## src/codec_regs_pkg.sv

```systemverilog
// Constants and carriers for the global control register bank.
// Assumes an 8-bit byte register port from the control serial front end.
package codec_regs_pkg;

  // ****************************************
  // Register addresses and resets
  // ****************************************
  localparam logic [7:0] ADDR_PAGE_SELECT = 8'h00;
  localparam logic [7:0] ADDR_SOFT_RESET = 8'h01;
  localparam logic [7:0] ADDR_REF_POWER = 8'h02;
  localparam logic [7:0] ADDR_SUPPLY_STATUS = 8'h03;
  localparam logic [7:0] ADDR_MISC_CONTROL = 8'h04;
  localparam logic [7:0] RESET_BYTE = 8'h00;
  localparam logic [7:0] PAGE_ZERO = 8'h00;

  // ****************************************
  // Field positions
  // ****************************************
  localparam int SOFT_RESET_POS = 0;
  localparam int FASTCHARGE_LO = 4;
  localparam int WAKE_REF_POS = 3;
  localparam int ANALOG_SEL_POS = 2;
  localparam int IO_SEL_POS = 1;
  localparam int AWAKE_POS = 0;
  localparam int ANALOG_FORCED_POS = 7;
  localparam int IO_FORCED_POS = 6;
  localparam int UV_FLAG_POS = 1;
  localparam int UV_WAKE_POS = 0;
  localparam int IGNORE_CLK_POS = 6;
  localparam int GROUP_ADDR_POS = 1;
  // Writable masks: reserved bits of ref/misc are R/W and kept
  localparam logic [7:0] SUPPLY_WR_MASK = 8'h01;

  // ****************************************
  // Quick-charge timing
  // ****************************************
  localparam int CLK_HZ = 50_000_000;
  localparam int QCHG_US0 = 3500;
  localparam int QCHG_US1 = 10000;
  localparam int QCHG_US2 = 50000;
  localparam int QCHG_US3 = 100000;
  localparam int QCHG_CYC0 = QCHG_US0 * (CLK_HZ / 1_000_000);
  localparam int QCHG_CYC1 = QCHG_US1 * (CLK_HZ / 1_000_000);
  localparam int QCHG_CYC2 = QCHG_US2 * (CLK_HZ / 1_000_000);
  localparam int QCHG_CYC3 = QCHG_US3 * (CLK_HZ / 1_000_000);

  // ****************************************
  // Carriers
  // ****************************************
  typedef struct packed {
    logic wr;
    logic rd;
    logic [7:0] addr;
    logic [7:0] wdata;
  } reg_req_s;

  typedef struct packed {
    logic analog_high;
    logic io_high;
    logic undervoltage;
    logic clock_error;
  } supply_evt_s;

  typedef struct packed {
    logic [1:0] fastcharge_time;
    logic wake_reference;
    logic analog_supply_select;
    logic io_supply_select;
    logic awake;
    logic reference_charging;
    logic ignore_clock_error;
    logic group_address_enable;
  } power_ctl_s;

  typedef enum logic [1:0] {
    PWR_SLEEP = 2'b00,
    PWR_CHARGE = 2'b01,
    PWR_RUN = 2'b11,
    PWR_SHUTDOWN = 2'b10
  } pwr_state_e;

endpackage

```

## src/codec_global_control_regs.sv

```systemverilog
// Global control and status register bank, addresses 0x0 to 0x4 of page 0.
// Assumes a byte register port from the control front end, one access per strobe.
//
// Operation
// - Eight-bit page select, resets to zero.
// - Writing one soft-resets every register.
// - Bits 5-4 choose reference quick-charge time.
// - Bit 3 chooses whether the reference is enabled on wake.
// - Bit 2 selects analog supply arrangement.
// - Bit 1 selects I/O supply mode.
// - Bit 0 awake; device starts asleep.
// - Status bit 7 flags analog supply forced.
// - Status bit 6 flags I/O supply forced.
// - Status bit 1 reports undervoltage shutdown.
// - Status bit 0 chooses wake after undervoltage.
// - Misc bit 6 ignores clock errors.
// - Misc bit 1 enables group address.
`timescale 1ns/1ps
module codec_global_control_regs #(
  parameter int QCHG_CYC0 = codec_regs_pkg::QCHG_CYC0,
  parameter int QCHG_CYC1 = codec_regs_pkg::QCHG_CYC1,
  parameter int QCHG_CYC2 = codec_regs_pkg::QCHG_CYC2,
  parameter int QCHG_CYC3 = codec_regs_pkg::QCHG_CYC3
) (
  // Clock, reset, enable
  input wire logic core_clk,
  input wire logic srst,
  input wire logic clk_en,
  // Register port
  input wire codec_regs_pkg::reg_req_s req,
  output logic [7:0] rdata,
  output logic rvalid,
  // Supply detector pins, asynchronous
  input wire codec_regs_pkg::supply_evt_s det_pins,
  // Power and addressing controls
  output codec_regs_pkg::power_ctl_s pwr_ctl,
  output logic digital_regulator_en,
  output logic reference_en,
  output logic shutdown
);

  // ****************************************
  // Elaboration checks
  // ****************************************
  initial begin
    if (QCHG_CYC0 < 1 || QCHG_CYC1 < 1 || QCHG_CYC2 < 1 || QCHG_CYC3 < 1)
      $error("codec_global_control_regs: quick-charge counts must be positive");
    if (QCHG_CYC3 >= 2 ** 24) $error("codec_global_control_regs: count too wide");
  end

  // ****************************************
  // Detector synchronisation
  // ****************************************
  codec_regs_pkg::supply_evt_s det;

  codec_pin_sync #(
    .WIDTH(4)
  ) u_sync (
    .core_clk(core_clk),
    .srst(srst),
    .clk_en(clk_en),
    .pin_in(det_pins),
    .level_out(det)
  );

  function automatic logic [23:0] qchg_cycles(input logic [1:0] code);
    unique case (code)
      2'h0: qchg_cycles = 24'(QCHG_CYC0);
      2'h1: qchg_cycles = 24'(QCHG_CYC1);
      2'h2: qchg_cycles = 24'(QCHG_CYC2);
      2'h3: qchg_cycles = 24'(QCHG_CYC3);
    endcase
  endfunction

  function automatic logic hit(input codec_regs_pkg::reg_req_s r, input logic [7:0] a,
                               input logic [7:0] page);
    // Page select answers on any page
    hit = (r.addr == a) && ((a == codec_regs_pkg::ADDR_PAGE_SELECT) ||
          (page == codec_regs_pkg::PAGE_ZERO));
  endfunction

  // ****************************************
  // Register state
  // ****************************************
  logic [7:0] page_r, page_nxt;
  logic [7:0] ref_r, ref_nxt;
  logic [7:0] misc_r, misc_nxt;
  logic uv_wake_r, uv_wake_nxt;
  logic uv_flag_r, uv_flag_nxt;
  logic soft_rst_r, soft_rst_nxt;
  logic [7:0] rdata_r, rdata_nxt;
  logic rvalid_r, rvalid_nxt;
  logic [7:0] status_byte;

  always_comb begin
    status_byte = codec_regs_pkg::RESET_BYTE;
    status_byte[codec_regs_pkg::ANALOG_FORCED_POS] = det.analog_high;
    status_byte[codec_regs_pkg::IO_FORCED_POS] = det.io_high;
    status_byte[codec_regs_pkg::UV_FLAG_POS] = uv_flag_r;
    status_byte[codec_regs_pkg::UV_WAKE_POS] = uv_wake_r;
  end

  always_comb begin
    page_nxt = page_r;
    ref_nxt = ref_r;
    misc_nxt = misc_r;
    uv_wake_nxt = uv_wake_r;
    uv_flag_nxt = uv_flag_r;
    soft_rst_nxt = 1'b0;
    rdata_nxt = rdata_r;
    rvalid_nxt = 1'b0;
    if (soft_rst_r) begin
      // One-cycle pulse restores every default, then reads back zero
      page_nxt = codec_regs_pkg::RESET_BYTE;
      ref_nxt = codec_regs_pkg::RESET_BYTE;
      misc_nxt = codec_regs_pkg::RESET_BYTE;
      uv_wake_nxt = 1'b0;
      uv_flag_nxt = 1'b0;
    end else begin
      if (req.wr) begin
        if (hit(req, codec_regs_pkg::ADDR_PAGE_SELECT, page_r)) page_nxt = req.wdata;
        if (hit(req, codec_regs_pkg::ADDR_SOFT_RESET, page_r))
          soft_rst_nxt = req.wdata[codec_regs_pkg::SOFT_RESET_POS];
        // Reserved bits stored as written; host keeps them at reset
        if (hit(req, codec_regs_pkg::ADDR_REF_POWER, page_r)) ref_nxt = req.wdata;
        if (hit(req, codec_regs_pkg::ADDR_SUPPLY_STATUS, page_r))
          uv_wake_nxt = req.wdata[codec_regs_pkg::UV_WAKE_POS];
        if (hit(req, codec_regs_pkg::ADDR_MISC_CONTROL, page_r)) misc_nxt = req.wdata;
      end
      if (req.rd) begin
        rvalid_nxt = 1'b1;
        rdata_nxt = codec_regs_pkg::RESET_BYTE;
        if (hit(req, codec_regs_pkg::ADDR_PAGE_SELECT, page_r)) rdata_nxt = page_r;
        if (hit(req, codec_regs_pkg::ADDR_SOFT_RESET, page_r))
          rdata_nxt = codec_regs_pkg::RESET_BYTE;
        if (hit(req, codec_regs_pkg::ADDR_REF_POWER, page_r)) rdata_nxt = ref_r;
        if (hit(req, codec_regs_pkg::ADDR_SUPPLY_STATUS, page_r)) rdata_nxt = status_byte;
        if (hit(req, codec_regs_pkg::ADDR_MISC_CONTROL, page_r)) rdata_nxt = misc_r;
      end
    end
    // Sticky; a same-cycle event beats the soft-reset clear
    if (det.undervoltage) uv_flag_nxt = 1'b1;
  end

  always_ff @(posedge core_clk) begin
    if (srst) begin
      page_r <= codec_regs_pkg::RESET_BYTE;
      ref_r <= codec_regs_pkg::RESET_BYTE;
      misc_r <= codec_regs_pkg::RESET_BYTE;
      uv_wake_r <= 1'b0;
      uv_flag_r <= 1'b0;
      soft_rst_r <= 1'b0;
      rdata_r <= codec_regs_pkg::RESET_BYTE;
      rvalid_r <= 1'b0;
    end else if (clk_en) begin
      page_r <= page_nxt;
      ref_r <= ref_nxt;
      misc_r <= misc_nxt;
      uv_wake_r <= uv_wake_nxt;
      uv_flag_r <= uv_flag_nxt;
      soft_rst_r <= soft_rst_nxt;
      rdata_r <= rdata_nxt;
      rvalid_r <= rvalid_nxt;
    end
  end

  // ****************************************
  // Power sequencer
  // ****************************************
  codec_regs_pkg::pwr_state_e st_r, st_nxt;
  logic [23:0] cnt_r, cnt_nxt;
  codec_regs_pkg::power_ctl_s ctl_r, ctl_nxt;
  logic digital_regulator_r, digital_regulator_nxt, vref_r, vref_nxt, shdn_r, shdn_nxt;
  logic awake_req, clk_fault;
  logic hold_r, hold_nxt;

  assign awake_req = ref_r[codec_regs_pkg::AWAKE_POS];
  assign clk_fault = det.clock_error && !misc_r[codec_regs_pkg::IGNORE_CLK_POS];

  always_comb begin
    st_nxt = st_r;
    cnt_nxt = cnt_r;
    hold_nxt = hold_r;
    unique case (st_r)
      codec_regs_pkg::PWR_SLEEP: begin
        // After a held undervoltage exit the host must clear and set awake again
        if (awake_req && !hold_r) begin
          st_nxt = codec_regs_pkg::PWR_CHARGE;
          cnt_nxt = qchg_cycles(ref_r[codec_regs_pkg::FASTCHARGE_LO +: 2]);
        end
      end
      codec_regs_pkg::PWR_CHARGE: begin
        if (!awake_req) st_nxt = codec_regs_pkg::PWR_SLEEP;
        else if (cnt_r <= 24'h000001) st_nxt = codec_regs_pkg::PWR_RUN;
        else cnt_nxt = cnt_r - 24'h000001;
      end
      codec_regs_pkg::PWR_RUN: begin
        if (!awake_req) st_nxt = codec_regs_pkg::PWR_SLEEP;
      end
      codec_regs_pkg::PWR_SHUTDOWN: begin
        // Undervoltage gone: policy bit decides whether to wake again
        if (!det.undervoltage && !clk_fault) begin
          st_nxt = (uv_wake_r && awake_req) ? codec_regs_pkg::PWR_CHARGE
                                             : codec_regs_pkg::PWR_SLEEP;
          hold_nxt = !uv_wake_r;
        end
        cnt_nxt = qchg_cycles(ref_r[codec_regs_pkg::FASTCHARGE_LO +: 2]);
      end
    endcase
    if (det.undervoltage || (clk_fault && st_r != codec_regs_pkg::PWR_SLEEP))
      st_nxt = codec_regs_pkg::PWR_SHUTDOWN;
    if (!awake_req) hold_nxt = 1'b0;
    if (soft_rst_r) begin
      st_nxt = codec_regs_pkg::PWR_SLEEP;
      hold_nxt = 1'b0;
    end
  end

  always_comb begin
    ctl_nxt.fastcharge_time = ref_r[codec_regs_pkg::FASTCHARGE_LO +: 2];
    ctl_nxt.wake_reference = ref_r[codec_regs_pkg::WAKE_REF_POS];
    // Detected high supply overrides the configured mode
    ctl_nxt.analog_supply_select = ref_r[codec_regs_pkg::ANALOG_SEL_POS] &&
                                   !det.analog_high;
    ctl_nxt.io_supply_select = ref_r[codec_regs_pkg::IO_SEL_POS] && !det.io_high;
    ctl_nxt.awake = (st_nxt == codec_regs_pkg::PWR_CHARGE) ||
                    (st_nxt == codec_regs_pkg::PWR_RUN);
    ctl_nxt.reference_charging = (st_nxt == codec_regs_pkg::PWR_CHARGE);
    ctl_nxt.ignore_clock_error = misc_r[codec_regs_pkg::IGNORE_CLK_POS];
    ctl_nxt.group_address_enable = misc_r[codec_regs_pkg::GROUP_ADDR_POS];
    digital_regulator_nxt = ctl_nxt.awake;
    vref_nxt = ctl_nxt.awake && ctl_nxt.wake_reference;
    shdn_nxt = (st_nxt == codec_regs_pkg::PWR_SHUTDOWN);
  end

  always_ff @(posedge core_clk) begin
    if (srst) begin
      st_r <= codec_regs_pkg::PWR_SLEEP;
      hold_r <= 1'b0;
      cnt_r <= '0;
      ctl_r <= '0;
      digital_regulator_r <= 1'b0;
      vref_r <= 1'b0;
      shdn_r <= 1'b0;
    end else if (clk_en) begin
      st_r <= st_nxt;
      hold_r <= hold_nxt;
      cnt_r <= cnt_nxt;
      ctl_r <= ctl_nxt;
      digital_regulator_r <= digital_regulator_nxt;
      vref_r <= vref_nxt;
      shdn_r <= shdn_nxt;
    end
  end

  assign rdata = rdata_r;
  assign rvalid = rvalid_r;
  assign pwr_ctl = ctl_r;
  assign digital_regulator_en = digital_regulator_r;
  assign reference_en = vref_r;
  assign shutdown = shdn_r;

endmodule

```

## src/codec_pin_sync.sv

```systemverilog
// Three-stage synchroniser bank with agreement filter for supply detector pins.
// Assumes asynchronous level inputs; output settles when stages two and three agree.
`timescale 1ns/1ps
module codec_pin_sync #(
  parameter int WIDTH = 4
) (
  // Clock and control
  input wire logic core_clk,
  input wire logic srst,
  input wire logic clk_en,
  // Levels
  input wire logic [WIDTH-1:0] pin_in,
  output logic [WIDTH-1:0] level_out
);

  initial begin
    if (WIDTH < 1) $error("codec_pin_sync: WIDTH must be positive");
  end

  logic [WIDTH-1:0] s1_r, s2_r, s3_r, lvl_r;
  logic [WIDTH-1:0] s1_nxt, s2_nxt, s3_nxt, lvl_nxt;

  always_comb begin
    s1_nxt = s1_r;
    s2_nxt = s2_r;
    s3_nxt = s3_r;
    lvl_nxt = lvl_r;
    if (clk_en) begin
      s1_nxt = pin_in;
      s2_nxt = s1_r;
      s3_nxt = s2_r;
      // Only a settled level counts; s1 is read by s2 alone
      // Disagreement holds the last level in both directions
      lvl_nxt = (s2_r & s3_r) | (lvl_r & (s2_r | s3_r));
    end
  end

  always_ff @(posedge core_clk) begin
    if (srst) begin
      s1_r <= '0;
      s2_r <= '0;
      s3_r <= '0;
      lvl_r <= '0;
    end else begin
      s1_r <= s1_nxt;
      s2_r <= s2_nxt;
      s3_r <= s3_nxt;
      lvl_r <= lvl_nxt;
    end
  end

  assign level_out = lvl_r;

endmodule

```

## config.mk

```make
export PLATFORM = sky130hd
export DESIGN_NAME = codec_global_control_regs
export DESIGN_NICKNAME = d
export VERILOG_FILES = /design/src/codec_regs_pkg.sv /design/src/codec_global_control_regs.sv /design/src/codec_pin_sync.sv
export SDC_FILE = /design/constraint.sdc
export NUM_CORES = 1
export LEC_CHECK = 0
export BUFFER_PORTS_ARGS = -buffer_cell sky130_fd_sc_hd__buf_2
export CORE_MARGIN = 2
export CORE_UTILIZATION = 25
export DETAILED_ROUTE_END_ITERATION = 6
export PLACE_DENSITY = 0.44
export SETUP_SLACK_MARGIN = 0.05
export SLEW_MARGIN = 0
export SYNTH_ARGS = -nofsm -noshare
export SYNTH_HDL_FRONTEND = slang
export SYNTH_SLANG_ARGS = --single-unit
```

## constraint.sdc

```tcl
create_clock -name core_clk -period 3.35 [get_ports core_clk]
set_input_delay 1.005 -clock core_clk [delete_from_list [all_inputs] [get_ports core_clk]]
set_output_delay 1.005 -clock core_clk [all_outputs]
set_load 0.05 [all_outputs]
```

# Word level (Yosys, flattened, before mapping)
# Cells that the tools add are included.
[classes]
add_sub_neg = 1
magnitude_cmp = 1
eq_ne = 18
muxes = 42
n_bitwise = 5
n_reduce_logical = 41
[op_table]
columns = ["op", "n"]
rows = [
  ["two-way mux 8 bit", 14],
  ["case mux 24 bit (4 select lines)", 1],
  ["two-way mux 24 bit", 3],
  ["case mux 24 bit (3 select lines)", 1],
  ["less-or-equal comparator 24 x 1 -> 1 bit (second input constant)", 1],
  ["subtractor 24 x 1 -> 24 bit (second input constant)", 1],
  ["AND reduction 3 bit", 6],
  ["equality test 8 x 2 -> 1 bit (second input constant)", 2],
  ["zero test 8 bit", 2],
  ["two-way mux 1 bit", 15],
  ["two-way mux 2 bit", 7],
  ["nonzero test 2 bit", 7],
  ["equality test 2 bit (second input constant)", 6],
  ["logical AND 1 bit", 12],
  ["AND 4 bit", 2],
  ["equality test 8 x 1 -> 1 bit (second input constant)", 1],
  ["equality test 8 x 3 -> 1 bit (second input constant)", 1],
  ["OR 4 bit", 2],
  ["case mux 2 bit (4 select lines)", 1],
  ["zero test 1 bit", 7],
  ["equality test 2 x 1 -> 1 bit (second input constant)", 3],
  ["inequality test 2 bit (second input constant)", 3],
  ["inequality test 3 x 1 -> 1 bit (second input constant)", 2],
  ["AND reduction 5 bit", 1],
  ["other kinds (5)", 7],
]
[word_totals]
register_bits = 90
inputBits = 25
output_inout_bits = 21
wordCells = 133

# Logic depth before layout (Yosys ltp)
# Gate-level depths: netlist (run 1).
[depth]
depth_word = 11
mapped_depth = 9
mapped_depth_nobuf = 7

# Hierarchy
# Synthesis (run 1) repeated with hierarchy kept, for this count alone.
[unflattened]
hier_cells = 498
area_unflattened_um2 = 4377.9
[modules_own_cells]
columns = ["module", "instances", "cells_per_inst", "area_per_inst_um2", "seq_area_each_um2"]
rows = [
  ["codec_global_control_regs", 1, 434, 3677.3, 1461.4],
  ["codec_pin_sync", 1, 64, 700.7, 320.3],
]

# Least setup slack after synthesis (run 1)
# No wires, ideal clock.
[synth_path]
path_kind = "input port to flip-flop"
start = "in req[11] in the netlist's numbering"
end = "reg ref_r[0]"
setup_time_ns = 0.063
t_arrival_ns = 2.634
required_time_ns = 3.287
slack_ns = 0.653
stages = 5
path_buffers = 0
cell_sequence = "nor3_1 > nand3b_1 > or2_2 > nor4_1 > a22o_1"
[synth_between]
elab_chain_len = 4
[synth_rtl]
columns = ["element", "line", "source"]
rows = [
  ["start: declaration", "codec_global_control_regs.sv:30", "input wire codec_regs_pkg::reg_req_s req,"],
  ["equality test 8 x 2 -> 1 bit", "codec_global_control_regs.sv:78", "hit = (r.addr == a) && ((a == codec_regs_pkg::ADDR_PAGE_SELECT) ||"],
  ["logical AND 1 bit", "codec_global_control_regs.sv:78", ""],
  ["nonzero test 2 bit (no source line)", "n/a", ""],
  ["AND reduction 3 bit (no source line)", "n/a", ""],
  ["end signal: assignment", "codec_global_control_regs.sv:148", "ref_r <= codec_regs_pkg::RESET_BYTE;"],
  ["end signal: assignment", "codec_global_control_regs.sv:157", "ref_r <= ref_nxt;"],
  ["end: declaration", "codec_global_control_regs.sv:86", "logic [7:0] ref_r, ref_nxt;"],
]
# No other way between the ends.
# A chain may end at the register's enable or synchronous reset.

# Final worst setup path (run 1)
[layout_path]
start = "reg cnt_r[17]"
end = "reg cnt_r[7]"
[layout_between]
elab_chain_len = 3
[layout_rtl]
columns = ["element", "line", "source"]
rows = [
  ["start: declaration", "codec_global_control_regs.sv:171", "logic [23:0] cnt_r, cnt_nxt;"],
  ["start signal: assignment", "codec_global_control_regs.sv:248", "cnt_r <= cnt_nxt;"],
  ["less-or-equal comparator 24 x 1 -> 1 bit", "codec_global_control_regs.sv:194", "else if (cnt_r <= 24'h000001) st_nxt = codec_regs_pkg::PWR_RUN;"],
  ["inequality test 2 bit (no source line)", "n/a", ""],
  ["AND reduction 5 bit (no source line)", "n/a", ""],
]
# No other way between the ends.

==> results of run 1 <==
==> per-layer routing <==
layer  vias up  GRT usage [%]  part of all wire [%]
li1       1964              -                     -
met1      1954           20.0                    46
met2       108           23.9                    48
met3        11           3.38                   4.9
met4         0           4.46                   1.0
met5         -              0                     0
==> report_power, final <==
group	switching [mW]	total [mW]	internal [mW]	leakage [nW]
clock	0.467	0.977	0.510	0.137
sequential	0.00625	1.08	1.07	0.719
combinational	0.0909	0.126	0.0353	1.13
total	0.564	2.18	1.61	1.98
==> critical path, delay by kind of cell (launching register included) <==
family          cells  cell delay (ns)
simple gates        3             1.84
flops               1             0.36
buf+inv             1             0.26
compound gates      2             0.23
==> per-stage QoR <==
stage	util (%)	hold WS [ns]	setup slack, ns	instances	power [mW]
3_3_place_gp	28.7	0.452	0.575	748	1.22
4_1_cts	30.4	0.472	0.534	763	2.21
3_5_place_dp	28.7	0.458	0.519	748	1.23
2_1_floorplan	-	0.438	0.653	497	1.18
6_report	30.4	0.467	0.515	763	2.18
5_1_grt	30.4	0.488	0.448	763	2.27
==> layout by cell type, fill, tap and decap left out, drive strengths merged, types with 3 or more instances in the layout <==
master  count
dfxtp      89
buf        64
a21oi      48
nor2       47
nand2      33
o21ai      27
a22o       24
mux2i      19
o31ai      18
inv        14
nor3       13
nand3      13
a31oi       9
clkbuf      9
nand4       8
or4         8
nor4        8
ha          7
a22oi       6
nand2b      5
or3         5
o311ai      5
a21o        5
o41ai       5
and2        4
a211oi      4
and3        4
o32ai       4
o22ai       3
and4        3
nand4b      3
==> flip-flops by register name, indices dropped and copies added, names as in the netlist, 4 cells and up <==
signal	flops
cnt_r	24
misc_r	8
page_r	8
u_sync.s3_r	4
rdata	8
u_sync.s1_r	4
ref_r	8
u_sync.s2_r	4
u_sync.level_out	4
pwr_ctl	8
==> final cells by class <==
class                   count  share of cell area (%)
clock buffers               9                    4.44
clock inverters             6                   0.962
inverters                  10                   0.740
multi-input cells         365                    46.0
flip-flops and latches     89                    35.1
well taps                 220                    5.43
repair buffers             64                    7.26
==> worst max path at each step <==
stage	startpoint	end	slack, ns	depth (start not counted)
finish	cnt_r[17]	cnt_r[7]	0.52	6
global placement	req[11]	ref_r[5]	0.58	6
floorplan	req[11]	ref_r[0]	0.65	5
detailed placement	req[11]	ref_r[0]	0.52	6
CTS	cnt_r[17]	cnt_r[7]	0.53	6
global route	cnt_r[17]	cnt_r[7]	0.45	6
==> cell families (layout without fill, tap and decap cells) <==
| kind of cell | count (synthesis) | count (layout) |
|---|---|---|
| AOI/OAI and AO/OA | 173 | 173 |
| and+or+nand+nor | 164 | 164 |
| DFF | 89 | 89 |
| buffers and inverters | 43 | 89 |
| muxes | 21 | 21 |
| adders and majority gates | 7 | 7 |
==> flow_metrics.tcl, run 1 <==
set metrics [dict create \
    outcome "finished, final reports clean" \
    synth_flop_cell "dfxtp_1" \
    finalSetupTns_ns 0 \
    min_period_over_period_pct 84.6 \
    die_y_um 135 \
    crit_slowest_cell "or4_1" \
    cp_max_fo 10 \
    min_path_cells 2 \
    n_fill_cell 1817 \
    coreArea_mm2 0.0167 \
    dp.final_hpwl_um 9100 \
    setup_viol 0 \
    seq_area_mm2 0.00178 \
    clock_sinks 89 \
    r2r_end "cnt_r[7]" \
    cp.required_ns 3.56 \
    postLayoutCellArea_mm2 0.00507 \
    ys_ff_latch 89 \
    synth_commonest_cells "dfxtp_1, a21oi_1, nor2_1, nand2_1, o21ai_0" \
    grt_usage_pct 14.9 \
    clk_pin_slew_ns 0.07 \
    max_freq_mhz 353 \
    drt-wirelength-per-cell_um 17.4 \
    max-cap-violations 0 \
    syn-instance-count 497 \
    synth_cell_types 60 \
    hp-start "rvalid" \
    critPathMostFrequentCell "or4_1" \
    synth_top_area_share_pct 41.5 \
    yosys-mux-area-fraction_pct 4.95 \
    place_area_mm2 0.00480 \
    synth-xor-area-share_pct 0 \
    routed_wl_um 13300 \
    root_buffer "clkbuf_16" \
    post_cts_buffers 0 \
    yosysWarnings 0 \
    leakage_nw 1.98 \
    final_nets 571 \
    r2r_cells 6 \
    cts_resized 0 \
    synth-edff-count 0 \
    r2r_slack_ns 0.52 \
    syn_area_per_cell_um2 8.64 \
    hold_buffers 0 \
    peakVddDrop_mv 0.265 \
    synth_top_family_by_area "compound AO/OA/AOI/OAI gates" \
    async_flop_share_pct 0 \
    die_w_um 135 \
    path_class "reg2reg" \
    period_minus_slack_ns 2.83 \
    cpPeakStageDelay_ns 0.69 \
    yosysTopAreaCell "dfxtp_1" \
    synth_compound_area_share_pct 27.3 \
    cts-buffers-inserted 9 \
    htreeDepth 3 \
    crit_path_start_kind "flip-flop" \
    start_util_pct 25.7 \
    route.detailed.drc 0 \
    vias 4037 \
    syn_area_mm2 0.00429 \
    die_area_mm2 0.0182 \
    cp-end-kind "flip-flop" \
    multi_input_area_mm2 0.00233 \
    yosysSeqAreaShare_pct 41.5 \
    r2r-start "cnt_r[17]" \
    cp.arrival_ns 3.04 \
    dr.pass1.iters 4 \
    via_per_inst 5.29 \
    grt_pass1_vias 3904 \
    power.density_mw_per_mm2 430 \
    drtIter0Drc 293 \
    area_growth_pct 18.1 \
    grt-ovfl-total 0 \
    min_path_type "reg2reg" \
    maxSlewViolCount 0 \
    grt_max_degree 56 \
    ioPinCount 46 \
    synthAdderAreaFrac_pct 2.04 \
    slew_headroom_pct 48.8 \
    grt_pass1_wl_um 21400 \
    synth_most_common_cell "dfxtp_1" \
    cts_tree "yes" \
    insertion_delay_ns 0.35 \
    antenna_found_initial 0 \
    drive_above_1_share_pct 16.6 \
    synth_simple_gate_area_share_pct 20.1 \
    n_antenna_cell 0 \
    worst-slew-pin-transition_ns 0.768 \
    synth_fp_nets 529 \
    grt_setup_unrepaired "false" \
    rows 47 \
    clockBufferDepth 2 \
    final_antenna_net_count 0 \
    hold_end "rvalid" \
    gp_congestion 0.842 \
    finalHoldViolCount 0 \
    synthTopCellsByArea "dfxtp_1, a21oi_1, a22o_1, mux2i_1, nor2_1" \
    crit_chain "or4_1 > or4_4 > or4_1 > buf_4 > a31oi_1 > a211oi_1" \
    fin_skew_ns 0.00806 \
    port_buffers 45 \
]
Power figures use the tool's default switching activity.
==> run 2, diff against run 1 <==
==> constraint.sdc (replaced) <==
create_clock -name core_clk -period 2.7 [get_ports core_clk]
set_input_delay 0.81 -clock core_clk [delete_from_list [all_inputs] [get_ports core_clk]]
set_output_delay 0.81 -clock core_clk [all_outputs]
set_load 0.05 [all_outputs]
==> run 2 against run 1 <==
Effect of this change:
- sequential share of layout area decreased by 0.89 points
- critical path type unchanged
- via count rose by 1.6%
- cell count up 1.6%
- critical path depth is the same
- total power rose by 28%
- sequential cell count is the same
==> flow_metrics.tcl, run 2 (synthesis gave the netlist of run 1 again) <==
set metrics [dict create \
    max_freq_mhz 388 \
    layout_common_cells "dfxtp_1, a21oi_1, nor2_1, buf_2, nand2_1" \
    grt_use_met3_pct 3.30 \
    hp-start "reference_en" \
    crit_start "cnt_r[17]" \
    cts_tree "yes" \
    drt-wirelength-per-cell_um 17.3 \
    drive_above_1_share_pct 18.4 \
    die_y_um 135 \
    worst-slew-pin-transition_ns 0.814 \
    antenna_found_initial 1 \
    finalSetupTns_ns 0 \
    rows 47 \
    routed_wl_um 13400 \
    grt_util_met2_pct 24.6 \
    post_cts_buffers 0 \
    stdcell_count 775 \
    grt_setup_unrepaired "false" \
    htreeDepth 3 \
    fin_util_pct 31.1 \
    area_growth_pct 21.1 \
    crit_path_start_kind "flip-flop" \
    finalHoldViolCount 0 \
    n_fill_cell 1798 \
    post-place-ws_ns 0.109 \
    top_register "cnt_r" \
    setup_viol 0 \
    fin_skew_ns 0.00921 \
    dp_cells 760 \
    ioPinCount 46 \
    r2r-start "cnt_r[17]" \
    root_buffer "clkbuf_16" \
    seq_area_mm2 0.00178 \
    route.detailed.drc 0 \
    cp_max_fo 8 \
    maxSlewViolCount 0 \
    outcome "finished, final reports clean" \
    dr.pass1.iters 5 \
    largest_reg_flops 24 \
    grt_pass1_wl_um 21400 \
    path_class "reg2reg" \
    cp.required_ns 2.91 \
    cts-buffers-inserted 9 \
    grt_pass1_vias 3998 \
    min_period_over_period_pct 95.5 \
    clock_sinks 89 \
    coreArea_mm2 0.0167 \
    final_antenna_net_count 0 \
    leakage_nw 2.06 \
    max-cap-violations 0 \
    grt-busiest-layer "met2" \
    layout_commonest_cell "dfxtp_1" \
    cp.arrival_ns 2.79 \
    vias 4103 \
    slew_headroom_pct 45.4 \
    peakVddDrop_mv 0.242 \
    finalWorstSetupSlack_ns 0.122 \
    clockBufferDepth 2 \
    grt_use_met1_pct 18.7 \
    clk_pin_slew_ns 0.07 \
    grt_usage_pct 15.0 \
    cp-end-kind "flip-flop" \
    drtIter0Drc 267 \
    multi_input_area_mm2 0.00233 \
    die_w_um 135 \
    port_buffers 45 \
    gp_congestion 0.897 \
    power.density_mw_per_mm2 537 \
    final_nets 583 \
    period_minus_slack_ns 2.58 \
    grt-ovfl-total 0 \
    power_mw 2.79 \
    die_area_mm2 0.0182 \
    dp.final_hpwl_um 9260 \
    n_antenna_cell 0 \
    via_per_inst 5.29 \
    min_path_type "reg2reg" \
    insertion_delay_ns 0.35 \
    grt_max_degree 57 \
    start_util_pct 25.7 \
]
==> run 2: cell types whose count changed in the layout (fill, tap and decap cells not counted), sizes merged <==
cell / before / now
buf: 64 / 76
bufinv: 0 / 1
clkbuf: 9 / 10
clkinvlp: 0 / 1
inv: 14 / 11
==> run 2: metrics by stage <==
step                      hold slack (ns)  area, um^2
after floorplan                     0.438        4290
after global placement              0.453        4900
after detailed placement            0.454        4900
after CTS                           0.471        5200
after global routing                0.487        5200
final                               0.471        5200
==> run 2: layout make-up <==
| class | count | share of cell area, % |
|---|---|---|
| multi-input combinational | 365 | 44.9 |
| sequential | 89 | 34.3 |
| timing repair buffer | 76 | 9.04 |
| tap | 220 | 5.29 |
| clock buffer | 10 | 4.59 |
| clock inverter | 5 | 1.23 |
| inverter | 10 | 0.722 |
==> run 2: where the power goes <==
group	switching (mW)	internal, mW	leakage, nW
sequential	0.00741	1.33	0.719
combinational	0.112	0.0474	1.19
clock	0.557	0.744	0.145
total	0.676	2.12	2.06
==> run 2: worst paths after layout <==
check	cells past startpoint	slack (ns)	to
min reg2reg	2	0.47	reference_en
max	6	0.12	cnt_r[5]
max reg2reg	6	0.12	cnt_r[5]
min	2	0.47	reference_en
==> run 2: routing by layer <==
metal	share of wire [%]	wire, um	vias to the layer above
li1	-	-	1991
met5	0	0	-
met2	47	6350	119
met4	2.8	379	0
met3	5.4	723	31
met1	45	5990	1962
==> run 2: critical path: stages, from the launching register on <==
cell and delay (ns):
dfxtp_1 0.35, or4_1 0.56, or4_4 0.43, or4_1 0.63
buf_4 0.24, a31oi_1 0.17, a211oi_1 0.06
==> run 2: what timing repair did <==
action / in CTS / in global routing
gates resized for setup: 0 / 1
hold buffers: 0 / 0
setup endpoints to repair: 0 / 2
==> run 3, diff against run 2 <==
--- a/config.mk
+++ b/config.mk
@@ -6,10 +6,12 @@
 export NUM_CORES = 1
 export LEC_CHECK = 0
 export BUFFER_PORTS_ARGS = -buffer_cell sky130_fd_sc_hd__buf_2
-export CORE_MARGIN = 2
+export CELL_PAD_IN_SITES_DETAIL_PLACEMENT = 0
+export CELL_PAD_IN_SITES_GLOBAL_PLACEMENT = 1
+export CORE_MARGIN = 4
 export CORE_UTILIZATION = 25
 export DETAILED_ROUTE_END_ITERATION = 6
-export PLACE_DENSITY = 0.44
+export PLACE_DENSITY = 0.53
 export SETUP_SLACK_MARGIN = 0.05
 export SLEW_MARGIN = 0
 export SYNTH_ARGS = -nofsm -noshare
==> run 3 against run 2 <==
Effect of this change:
- sequential power is essentially flat
- first-iteration DRC count grew 25%
- sequential share of layout area is essentially flat
- critical endpoint is now cnt_r[3]
- largest power group unchanged
==> flow_metrics.tcl, run 3 (synthesis gave the netlist of run 1 again) <==
set metrics [dict create \
    stdcell_count 776 \
    gp_congestion 0.887 \
    clockBufferDepth 2 \
    grt-ovfl-total 0 \
    min_period_over_period_pct 92.9 \
    grt_pass1_wl_um 22000 \
    slew_headroom_pct 45.8 \
    fin_util_pct 31.1 \
    vias 4138 \
    whs_ns 0.474 \
    grt_setup_unrepaired "false" \
    route.detailed.drc 0 \
    grt_usage_pct 14.2 \
    drt-wirelength-per-cell_um 17.9 \
    cp.required_ns 2.92 \
    path_class "reg2reg" \
    port_buffers 45 \
    postLayoutCellArea_mm2 0.00519 \
    cts-buffers-inserted 9 \
    setup_viol 0 \
    met3_wirelength_um 588 \
    drtIter0Drc 335 \
    grt_max_degree 34 \
    htreeDepth 3 \
    finalSetupTns_ns 0 \
    dp_cells 760 \
    cp-end-kind "flip-flop" \
    layout_common_cells "dfxtp_1, a21oi_1, nor2_1, buf_2, nand2_1" \
    n_antenna_cell 0 \
    start_util_pct 25.7 \
    via_per_inst 5.33 \
    clk_pin_slew_ns 0.07 \
    period_minus_slack_ns 2.51 \
    worst-slew-pin-transition_ns 0.807 \
    outcome "finished, final reports clean" \
    cts_tree "yes" \
    ioPinCount 46 \
    min_path_type "reg2reg" \
    drive_above_1_share_pct 18.5 \
    rows 47 \
    layout_commonest_cell "dfxtp_1" \
    leakage_nw 2.05 \
    place_area_mm2 0.00489 \
    antenna_found_initial 0 \
    root_buffer "clkbuf_16" \
    post_cts_buffers 0 \
    wl_met2_um 6590 \
    final_nets 583 \
    cp.arrival_ns 2.73 \
    die_y_um 139 \
    grt_pass1_vias 4028 \
    power.density_mw_per_mm2 543 \
    final_antenna_net_count 0 \
    dp.final_hpwl_um 9610 \
    finalHoldViolCount 0 \
    die_w_um 139 \
    largest_reg_flops 24 \
    coreArea_mm2 0.0167 \
    dr.pass1.iters 5 \
    area_growth_pct 20.9 \
    max-cap-violations 0 \
    crit_path_start_kind "flip-flop" \
    max_freq_mhz 399 \
    routed_wl_um 13900 \
    wl_met1_um 6480 \
    insertion_delay_ns 0.35 \
    cp_max_fo 17 \
    maxSlewViolCount 0 \
    peakVddDrop_mv 0.303 \
    clock_sinks 89 \
    fin_skew_ns 0.00687 \
    top_register "cnt_r" \
    highest_layer "met4" \
    die_area_mm2 0.0193 \
]
run 3: cell types whose count changed in the layout (fill, tap and decap cells not counted), sizes merged:
cell / delta
clkbuf: +1
clkinv: -2
clkinvlp: +1
inv: +1
run 3: worst max-delay path, cell delays in order, from the launching register on:
cell      delay [ns]
dfxtp_1         0.36
or4_1           0.57
or4_4           0.49
or4_1           0.48
buf_4           0.22
a31oi_1         0.19
a211oi_1        0.07
run 3: layout make-up:
type	instances	area [um^2]
fill	1805	11500
multi-input combinational	365	2340
sequential	89	1780
timing repair buffer	76	458
tap	220	275
clock buffer	11	243
clock inverter	5	62.6
inverter	10	37.5
run 3: worst paths after layout:
path / slack (ns) / from / endpoint / cells past startpoint
max: 0.19 / cnt_r[17] / cnt_r[3] / 6
min: 0.47 / rvalid / rvalid / 2
max reg2reg: 0.19 / cnt_r[17] / cnt_r[3] / 6
min reg2reg: 0.47 / rvalid / rvalid / 2
run 3: metrics by stage:
stage / setup slack (ns) / power (mW)
after detailed placement: 0.0456 / 1.53
after CTS: 0.159 / 2.86
after floorplan: 0.198 / 1.46
after global placement: 0.184 / 1.53
after global routing: 0.104 / 2.92
final: 0.192 / 2.82
run 3: metal layers:
| metal | GRT usage, % | up-vias |
|---|---|---|
| li1 | - | 1990 |
| met1 | 18.9 | 2003 |
| met2 | 23.2 | 124 |
| met3 | 2.17 | 21 |
| met4 | 5.51 | 0 |
| met5 | 0 | - |
run 3: report_power, final:
group	switching (mW)	leakage, nW	internal (mW)	total (mW)
Combinational	0.116	1.19	0.0494	0.165
Sequential	0.00778	0.719	1.33	1.33
Clock	0.570	0.143	0.751	1.32
run 3: what timing repair did:
item / 4_1_cts / 5_1_grt
hold buffers: 0 / 0
endpoints found under the setup margin: 0 / 5
resized for setup: 0 / 1
